==> src/design/tmr2_defs.svh <==
// Purpose: Offsets, bit positions, reset values and counts for the timer block
// Assumes: Byte-wide special register port, addresses as printed
// Notes: Included by the core and edge modules
`ifndef TMR2_DEFS_SVH
`define TMR2_DEFS_SVH
`define TMR2_OFS_CONTROL 8'hc8
`define TMR2_OFS_MODE 8'hc9
`define TMR2_OFS_CAP_LOW 8'hca
`define TMR2_OFS_CAP_HIGH 8'hcb
`define TMR2_OFS_CNT_LOW 8'hcc
`define TMR2_OFS_CNT_HIGH 8'hcd
`define TMR2_BIT_OVF 7
`define TMR2_BIT_EXT 6
`define TMR2_BIT_RX_SEL 5
`define TMR2_BIT_TX_SEL 4
`define TMR2_BIT_EXEN 3
`define TMR2_BIT_RUN 2
`define TMR2_BIT_CT 1
`define TMR2_BIT_CPRL 0
`define TMR2_BIT_OE 1
`define TMR2_BIT_DOWN_EN 0
`define TMR2_RST_CONTROL 8'h00
`define TMR2_RST_MODE 8'h00
`define TMR2_RST_DATA 8'h00
`define TMR2_CNT_MIN 16'h0000
`define TMR2_CNT_MAX 16'hffff
`define TMR2_PRESCALE_DEFAULT 4'h5
`endif

==> src/design/tmr2_pkg.sv <==
// Purpose: Types shared by the timer block
// Assumes: Constants live in the defs header
// Notes: Mode codes are one-hot
package tmr2_pkg;
    typedef enum logic [5:0] {
        TMR2_OFF = 6'b00_0001,
        TMR2_CAPTURE = 6'b00_0010,
        TMR2_RELOAD = 6'b00_0100,
        TMR2_UPDOWN = 6'b00_1000,
        TMR2_BAUD = 6'b01_0000,
        TMR2_CLKOUT = 6'b10_0000
    } tmr2_mode_t;
endpackage

==> src/design/tmr2_core.sv <==
// Purpose: Sixteen-bit timer/counter with capture, reload, baud and clock-out
// Assumes: Byte register port at printed addresses; prescale from outside
// Notes: Prescale value and serial port lie outside this block
// Summary of operation
// Count clock ticks or count input falls
// Mode decoded from run and mode bits
// Timer increments once per timer clock
// Compatibility prescales except in baud and clock-out, default six clocks
// Fast mode full rate unless prescale selected
// Compatibility prescale select halves timer rate
// Baud and clock-out bypass the prescaler
// Count input sampled, high-then-low increments
// Event count at most half clock
// Source holds each level one clock
// Compatibility samples at prescaler rate
// Min 0000, max FFFF, floor from capture
// Overflow flag set unless serial clocking or clock-out
// External flag set on trigger capture/reload
// No external interrupt in up-down mode
// Overflow pulses drive selected serial clocks
// External enable gates trigger-pin events
// Run bit starts and stops counting
// Capture select picks capture or reload
// Serial and clock-out selects take priority
// Clock-out toggles count pin per overflow
// Down-count enable with external enable uses trigger as direction
// Capture copies count into capture registers
// Up overflow reloads the floor, or 0000 in capture mode
// Down underflow at floor reloads maximum
// Baud mode trigger sets flag only
// Stopped count stays readable and writable
`timescale 1ns/1ps
`include "tmr2_defs.svh"
module tmr2_core (
    input wire logic clk,
    input wire logic resetn,
    input wire logic [7:0] reg_addr,
    input wire logic reg_wr,
    input wire logic [7:0] reg_wdata,
    output logic [7:0] reg_rdata,
    input wire logic compat_mode,
    input wire logic prescale_select,
    input wire logic [3:0] prescale_value,
    input wire logic timer_interrupt_enable,
    input wire logic count_input_pin_in,
    output logic count_input_pin_out,
    output logic count_input_pin_oe,
    input wire logic trigger_direction_pin,
    output logic irq,
    output logic rx_clock_pulse,
    output logic tx_clock_pulse
);
    logic [7:0] control_reg;
    logic [7:0] mode_reg;
    logic [15:0] capture_reg;
    logic [15:0] count_reg;
    logic [15:0] count_next;

    logic [3:0] presc_reg;
    logic half_reg;
    logic clkout_reg;

    logic presc_tick;
    logic tick;
    logic sample_en;
    logic cnt_fall;
    logic ex_level;
    logic ex_fall;

    logic serial_sel;
    logic count_up;
    logic at_end;
    logic rollover;
    logic ext_event;
    logic ovf_set;
    logic ext_set;
    logic ext_toggle;
    logic ext_irq_ok;
    logic step;

    tmr2_pkg::tmr2_mode_t mode;

    function automatic logic hit(input logic [7:0] a, input logic [7:0] ofs);
        hit = (a == ofs);
    endfunction

    // Compare, not equality, so a lowered divide value cannot strand the count
    function automatic logic presc_done(input logic [3:0] cnt, input logic [3:0] lim);
        presc_done = (cnt >= lim);
    endfunction

    assign serial_sel = control_reg[`TMR2_BIT_RX_SEL] | control_reg[`TMR2_BIT_TX_SEL];

    // Serial and clock-out selects outrank capture select
    always_comb begin
        if (!control_reg[`TMR2_BIT_RUN]) begin
            mode = tmr2_pkg::TMR2_OFF;
        end else if (mode_reg[`TMR2_BIT_OE] && !serial_sel) begin
            mode = tmr2_pkg::TMR2_CLKOUT;
        end else if (serial_sel) begin
            mode = tmr2_pkg::TMR2_BAUD;
        end else if (control_reg[`TMR2_BIT_CPRL]) begin
            mode = tmr2_pkg::TMR2_CAPTURE;
        end else if (mode_reg[`TMR2_BIT_DOWN_EN]) begin
            mode = tmr2_pkg::TMR2_UPDOWN;
        end else begin
            mode = tmr2_pkg::TMR2_RELOAD;
        end
    end

    // Prescaler divides by value plus one; compat defaults set outside
    always_ff @(posedge clk) begin
        if (!resetn) begin
            presc_reg <= 4'h0;
        end else if (presc_done(presc_reg, prescale_value)) begin
            presc_reg <= 4'h0;
        end else begin
            presc_reg <= presc_reg + 4'h1;
        end
    end
    assign presc_tick = presc_done(presc_reg, prescale_value);

    // Extra halving only in compatibility with select set
    // Toggle phase against the run bit is not fixed, a known limitation
    always_ff @(posedge clk) begin
        if (!resetn) begin
            half_reg <= 1'b0;
        end else if (presc_tick) begin
            half_reg <= ~half_reg;
        end
    end

    // Bypass keeps baud and clock-out rates independent of the divider
    always_comb begin
        if (mode == tmr2_pkg::TMR2_BAUD || mode == tmr2_pkg::TMR2_CLKOUT) begin
            tick = 1'b1;
        end else if (compat_mode) begin
            tick = presc_tick & (~prescale_select | half_reg);
        end else begin
            tick = prescale_select ? presc_tick : 1'b1;
        end
    end

    // Pin sampled each clock in fast mode, at prescaler rate otherwise
    assign sample_en = compat_mode ? presc_tick : 1'b1;

    // Only falls of the count pin matter; its level is left unused
    tmr2_edge u_count_edge (
        .clk(clk),
        .resetn(resetn),
        .pin(count_input_pin_in),
        .sample_en(sample_en),
        .level(),
        .fall(cnt_fall)
    );

    tmr2_edge u_trig_edge (
        .clk(clk),
        .resetn(resetn),
        .pin(trigger_direction_pin),
        .sample_en(sample_en),
        .level(ex_level),
        .fall(ex_fall)
    );

    // Two samples per fall caps event rate at half clock
    always_comb begin
        if (mode == tmr2_pkg::TMR2_OFF) begin
            step = 1'b0;
        end else if (control_reg[`TMR2_BIT_CT] && mode != tmr2_pkg::TMR2_CLKOUT) begin
            step = cnt_fall;
        end else begin
            step = tick;
        end
    end

    // Direction comes through the synchroniser, so it lags the pin by two clocks
    always_comb begin
        count_up = 1'b1;
        if (mode == tmr2_pkg::TMR2_UPDOWN && control_reg[`TMR2_BIT_EXEN]) begin
            count_up = ex_level;
        end
    end

    // Up count ends at the maximum, down count at the floor
    always_comb begin
        if (count_up) begin
            at_end = (count_reg == `TMR2_CNT_MAX);
        end else begin
            at_end = (count_reg == capture_reg);
        end
    end
    assign rollover = step & at_end;

    // In up-down mode the trigger pin is never an event; with external enable it is the direction
    always_comb begin
        ext_event = 1'b0;
        if (ex_fall && control_reg[`TMR2_BIT_EXEN]) begin
            unique case (mode)
                tmr2_pkg::TMR2_OFF: ext_event = 1'b0;
                tmr2_pkg::TMR2_CAPTURE: ext_event = 1'b1;
                tmr2_pkg::TMR2_RELOAD: ext_event = 1'b1;
                tmr2_pkg::TMR2_UPDOWN: ext_event = 1'b0;
                tmr2_pkg::TMR2_BAUD: ext_event = 1'b1;
                tmr2_pkg::TMR2_CLKOUT: ext_event = 1'b1;
            endcase
        end
    end

    always_comb begin
        count_next = count_reg;
        if (step) begin
            if (!at_end) begin
                if (count_up) begin
                    count_next = count_reg + 16'h0001;
                end else begin
                    count_next = count_reg - 16'h0001;
                end
            end else if (!count_up) begin
                count_next = `TMR2_CNT_MAX;
            end else if (mode == tmr2_pkg::TMR2_CAPTURE) begin
                count_next = `TMR2_CNT_MIN;
            end else begin
                count_next = capture_reg;
            end
        end
        if (ext_event && (mode == tmr2_pkg::TMR2_RELOAD)) begin
            count_next = capture_reg;
        end
    end

    // Software write to count wins over counting in the same cycle
    always_ff @(posedge clk) begin
        if (!resetn) begin
            count_reg <= {`TMR2_RST_DATA, `TMR2_RST_DATA};
        end else if (reg_wr && hit(reg_addr, `TMR2_OFS_CNT_LOW)) begin
            count_reg <= {count_reg[15:8], reg_wdata};
        end else if (reg_wr && hit(reg_addr, `TMR2_OFS_CNT_HIGH)) begin
            count_reg <= {reg_wdata, count_reg[7:0]};
        end else begin
            count_reg <= count_next;
        end
    end

    // Capture beats a software write to the capture pair
    always_ff @(posedge clk) begin
        if (!resetn) begin
            capture_reg <= {`TMR2_RST_DATA, `TMR2_RST_DATA};
        end else if (ext_event && (mode == tmr2_pkg::TMR2_CAPTURE)) begin
            capture_reg <= count_reg;
        end else if (reg_wr && hit(reg_addr, `TMR2_OFS_CAP_LOW)) begin
            capture_reg <= {capture_reg[15:8], reg_wdata};
        end else if (reg_wr && hit(reg_addr, `TMR2_OFS_CAP_HIGH)) begin
            capture_reg <= {reg_wdata, capture_reg[7:0]};
        end
    end

    // Serial and clock-out rollovers are frequent and must not flood the flag
    always_comb begin
        ovf_set = rollover;
        if (serial_sel) begin
            ovf_set = 1'b0;
        end else if (mode == tmr2_pkg::TMR2_CLKOUT) begin
            ovf_set = 1'b0;
        end
    end
    assign ext_set = ext_event;
    assign ext_toggle = rollover & (mode == tmr2_pkg::TMR2_UPDOWN);

    // Hardware set wins over a software clear in the same cycle
    always_ff @(posedge clk) begin
        if (!resetn) begin
            control_reg <= `TMR2_RST_CONTROL;
        end else begin
            if (reg_wr && hit(reg_addr, `TMR2_OFS_CONTROL)) begin
                control_reg <= reg_wdata;
            end
            if (ovf_set) begin
                control_reg[`TMR2_BIT_OVF] <= 1'b1;
            end
            if (ext_set) begin
                control_reg[`TMR2_BIT_EXT] <= 1'b1;
            end else if (ext_toggle) begin
                control_reg[`TMR2_BIT_EXT] <= ~control_reg[`TMR2_BIT_EXT];
            end
        end
    end

    always_ff @(posedge clk) begin
        if (!resetn) begin
            mode_reg <= `TMR2_RST_MODE;
        end else if (reg_wr && hit(reg_addr, `TMR2_OFS_MODE)) begin
            // Unused mode bits dropped so they always read as zero
            mode_reg <= {6'b00_0000, reg_wdata[1:0]};
        end
    end

    // Clock-out toggles the count pin; needs timer function
    always_ff @(posedge clk) begin
        if (!resetn) begin
            clkout_reg <= 1'b0;
        end else if (rollover && mode_reg[`TMR2_BIT_OE] && !control_reg[`TMR2_BIT_CT]) begin
            clkout_reg <= ~clkout_reg;
        end
    end
    // Pin drive follows the mode bits even while the timer is stopped
    assign count_input_pin_out = clkout_reg;
    assign count_input_pin_oe = mode_reg[`TMR2_BIT_OE] & ~control_reg[`TMR2_BIT_CT];

    // Up-down mode never interrupts from the external flag; it is a count bit there
    always_comb begin
        ext_irq_ok = 1'b1;
        if (mode_reg[`TMR2_BIT_DOWN_EN] && mode == tmr2_pkg::TMR2_UPDOWN) begin
            ext_irq_ok = 1'b0;
        end
    end
    assign irq = timer_interrupt_enable & (control_reg[`TMR2_BIT_OVF] |
        (control_reg[`TMR2_BIT_EXT] & ext_irq_ok));

    // Pulses go to the serial port, which divides them further
    assign rx_clock_pulse = rollover & control_reg[`TMR2_BIT_RX_SEL];
    assign tx_clock_pulse = rollover & control_reg[`TMR2_BIT_TX_SEL];

    always_ff @(posedge clk) begin
        if (!resetn) begin
            reg_rdata <= 8'h00;
        end else begin
            // Registered read: the address must stand one cycle before the data
            unique case (reg_addr)
                `TMR2_OFS_CONTROL: reg_rdata <= control_reg;
                `TMR2_OFS_MODE: reg_rdata <= mode_reg;
                `TMR2_OFS_CAP_LOW: reg_rdata <= capture_reg[7:0];
                `TMR2_OFS_CAP_HIGH: reg_rdata <= capture_reg[15:8];
                `TMR2_OFS_CNT_LOW: reg_rdata <= count_reg[7:0];
                `TMR2_OFS_CNT_HIGH: reg_rdata <= count_reg[15:8];
                default: reg_rdata <= 8'h00;
            endcase
        end
    end
endmodule // tmr2_core

==> src/design/tmr2_edge.sv <==
// Purpose: Two-stage synchroniser with falling-edge detector
// Assumes: Asynchronous pin input, one system clock
// Notes: Edge is found between two sample-enabled samples
`timescale 1ns/1ps
`include "tmr2_defs.svh"
module tmr2_edge (
    input wire logic clk,
    input wire logic resetn,
    input wire logic pin,
    input wire logic sample_en,
    output logic level,
    output logic fall
);
    logic meta_reg;
    logic sync_reg;
    logic last_reg;
    always_ff @(posedge clk) begin
        if (!resetn) begin
            meta_reg <= 1'b0;
            sync_reg <= 1'b0;
        end else begin
            meta_reg <= pin;
            sync_reg <= meta_reg;
        end
    end
    // Sample held between enables so slow sampling still sees each level
    always_ff @(posedge clk) begin
        if (!resetn) begin
            last_reg <= 1'b0;
        end else if (sample_en) begin
            last_reg <= sync_reg;
        end
    end
    assign level = sync_reg;
    assign fall = sample_en & last_reg & ~sync_reg;
endmodule // tmr2_edge

==> config.mk <==
export PLATFORM = sky130hd
export DESIGN_NAME = tmr2_core
export DESIGN_NICKNAME = d
export VERILOG_FILES = /design/src/design/tmr2_pkg.sv /design/src/design/tmr2_core.sv /design/src/design/tmr2_edge.sv
export VERILOG_INCLUDE_DIRS = /design/src /design/src/design
export SDC_FILE = /design/constraint.sdc
export NUM_CORES = 1
export LEC_CHECK = 0
export BUFFER_PORTS_ARGS = -buffer_cell sky130_fd_sc_hd__clkbuf_2
export CORE_MARGIN = 2
export CORE_UTILIZATION = 60
export DETAILED_ROUTE_END_ITERATION = 6
export PLACE_DENSITY_LB_ADDON = 0.1
export SETUP_SLACK_MARGIN = 0.05
export SKIP_CTS_REPAIR_TIMING = 1
export SLEW_MARGIN = 30
export SYNTH_ARGS = -nofsm -noshare
export SYNTH_HDL_FRONTEND = slang
export SYNTH_HIERARCHICAL = 1
export SYNTH_SLANG_ARGS = --single-unit
==> constraint.sdc <==
create_clock -name clk -period 6.46 [get_ports clk]
set_input_delay 0.969 -clock clk [delete_from_list [all_inputs] [get_ports clk]]
set_output_delay 0.969 -clock clk [all_outputs]
set_load 0.03 [all_outputs]
==> key figures <==
Floorplan
  • Die Ht: 91.3 um
  • Boundary pin count: 41
  • Core Area: 0.00733 mm2
  • Chip Width: 91.3 um
  • Row count: 31
  • Starting Density: 62.4%
  • DIE AREA: 0.00833 mm2

Clock network
  • CTS tree: built
  • CTS Buf Count: 9
  • H-tree levels: 3
  • Clock Path Buffers: 2
  • Root cell of the clock tree: clkbuf_8
  • Clock Latency Late Sink: 0.36 ns
  • CTS clk-pin slew, worst paths: 0.08 ns
  • CTS Sinks: 62

Place
  • Placed Area: 0.00475 mm2
  • Placed cells: 680
  • Detailed placer's ending HPWL: 10.3 mm
  • Port Buf Inserts: 40
  • Post-Place Worst Slack: 2.30 ns
  • GP Congestion: 1.01

STA
  • Unrepaired setup endpoints after global routing: false
  • Setup ws final: 2.04 ns
  • Final worst-path cycle share: 68.4%
  • Final Slew Violations: 0
  • Slew headroom: 45.1%
  • Fmax: 0.226 GHz
  • Final setup fails: 0
  • Final Hold Fails: 0
  • Minimum clock period: 4.42 ns
  • Worst slew pin tran: 0.821 ns
  • Hold WS: 0.436 ns
  • Setup Skew: 0.0143 ns
  • Setup_tns: 0 ns

Global route
  • Pin count of the biggest net entering global routing: 35
  • Initial antenna violation count: 0
  • First-pass GRT wire length: 23.7 mm
  • Gr usage total: 35.9%
  • Vias in the first global route: 4533
  • Grt total ovfl: 0

Power and ir drop
  • Maximum vdd drop: 0.139 mV
  • Leakage: 1.91 nW
  • PD cells: 170 mW/mm2
  • Final Power: 851 uW

Run status
  • Status: finished, final reports clean

Cells and area
  • Non-filler cells, final: 697
  • Post-layout util: 68.1%
  • Share of layout cells above drive strength 1: 16.1%
  • Fillers: 616
  • Layout Nets: 627
  • Post-route cell area: 0.00499 mm2
  • Layout area overhead: 9.14%
  • # diodes: 0

Synth
  • Syn avg cell area: 7.84 um2
  • Top post-synthesis cells by count: 62 x dfxtp_1, 58 x nor2_1, 45 x nand2_1, 40 x a21oi_1, 35 x clkbuf_1
  • Post-synth net total: 617
  • Count leader, synth: dfxtp_1
  • Area of the mapped netlist: 0.00457 mm2
  • Flops & latches, synth: 62
  • Area contributors post-synth: dfxtp_1 27%, mux2i_1 5.3%, nor2_1 4.8%
  • Synth top area share: 27.1%
  • Syn Inst Count: 583
  • Sequential share of the synthesized area: 27.1%
  • Post-synth EDFFs: 0
  • Synth cell types: 67
  • Post-synth top flop: dfxtp_1
  • Ys Warns: 6
  • Synth async-reset ratio: 0%
  • Synth area leader: dfxtp_1

Setup path
  • CP Class: reg2out
  • Slowest Stage Delay on Critical Path: 0.59 ns
  • Worst setup EP type: primary output
  • Critical R2R Launch: control_reg[2]
  • Worst setup startpoint: control_reg[2]
  • Slowest cell on crit path: nor4b_4
  • CP arrival: 3.45 ns
  • CP Buf/Inv Count: 2
  • Req. time, crit path: 5.49 ns
  • Delay-heaviest family, CP: simple AND/OR/NAND/NOR gates
  • Critical Path Fanout Max: 27
  • CP Launch Type: flop
  • Crit-path cells: nor4b_4 > nand2_4 > nor4_2 > o31ai_2 > nor4_4 > buf_6 > and3_1 > clkbuf_2

Run
  • Max-cap viol count: 0

Drt
  • Total number of vias: 4845
  • Mean routed wirelength per cell: 21.3 um
  • Starting DRT DRC Count: 527
  • DRT Pass-1 Iters: 5
  • Final wirelength: 14.8 mm
  • Number of antenna-violating nets in the routed design: 0
  • Vias/cell: 6.95
  • DR DRC count: 0

Hold path
  • Worst Hold Class: reg2reg
  • HP Start: u_trig_edge/meta_reg
==> metal layers <==
metal / vias up / share of wire (%) / GRT usage (%)
li1: 2204 / - / -
met1: 2257 / 41 / 47.8
met2: 325 / 44 / 54.1
met3: 59 / 11 / 8.63
met4: 0 / 3.8 / 18.2
met5: - / 0 / 0
==> area by class of cell <==
class / instances / area, um2 / share of cell area (%)
multi-input combinational: 466 / 3110 / 62.3
sequential: 62 / 1240 / 24.9
timing repair buffer: 47 / 256 / 5.14
clock buffer: 10 / 138 / 2.76
tap: 99 / 124 / 2.48
clock inverter: 6 / 93.8 / 1.88
inverter: 7 / 26.3 / 0.527
==> kinds of logic (layout without fill, tap and decap cells) <==
group / after synthesis / count (layout) / synth area share, %
AOI/OAI and AO/OA: 159 / 159 / 23.8
xor gates and xnor gates: 26 / 26 / 4.98
adders and majority gates: 6 / 6 / 1.64
buffers and inverters: 55 / 70 / 5.06
DFF: 62 / 62 / 27.1
muxes: 38 / 38 / 8.70
and+or+nand+nor: 237 / 237 / 28.7
==> power by group <==
group          switching (mW)  internal, mW
clock                   0.175         0.230
combinational          0.0336        0.0195
sequential            0.00462         0.387
total                   0.214         0.637
==> path summary, 6_finish.rpt <==
path                            slack, ns           endpoint  cells past startpoint
worst min register to register       0.44  u_trig_edge/level                      1
worst max register to register       2.58      count_reg[12]                     12
worst min-delay path                 0.44  u_trig_edge/level                      1
worst max-delay path                 2.04     rx_clock_pulse                      8
==> worst register-to-register path: stages, from the launching register on <==
cell and delay, ns:
dfxtp_1 0.51, nor4b_4 0.59, nand2_4 0.32, xnor2_1 0.22
ha_1 0.26, nor4_1 0.62, nand3_1 0.25, o21ai_0 0.22
a21oi_1 0.10, xor2_1 0.18, nor4_1 0.26, a31oi_1 0.08
o2bb2ai_1 0.14
==> layout by cell type, fill, tap and decap left out, types with 3 or more instances in the layout <==
master    instances
a22oi_1          18
nor4_1            4
nor4_2            3
inv_1             7
clkbuf_8         10
a211oi_1         26
o31ai_1           3
nor4bb_1          8
and2_1           11
nor2b_1           6
nand2_1          45
nor3_1           18
a21oi_1          40
a22o_1            3
and3_1           13
dfxtp_1          62
xnor2_1          12
xor2_1           14
o21a_1            4
o211ai_1          3
a41oi_1           4
mux2_2           14
clkbuf_2         40
o22ai_1          12
o21ai_0          17
nand3_1          27
a21o_1            3
ha_1              6
nand4_1          13
buf_4             6
mux2i_1          24
or3_1             5
a31oi_1           3
or4_1             4
nand2b_1          3
nor2_1           58
Note: power is estimated with default switching activity, not from simulation.
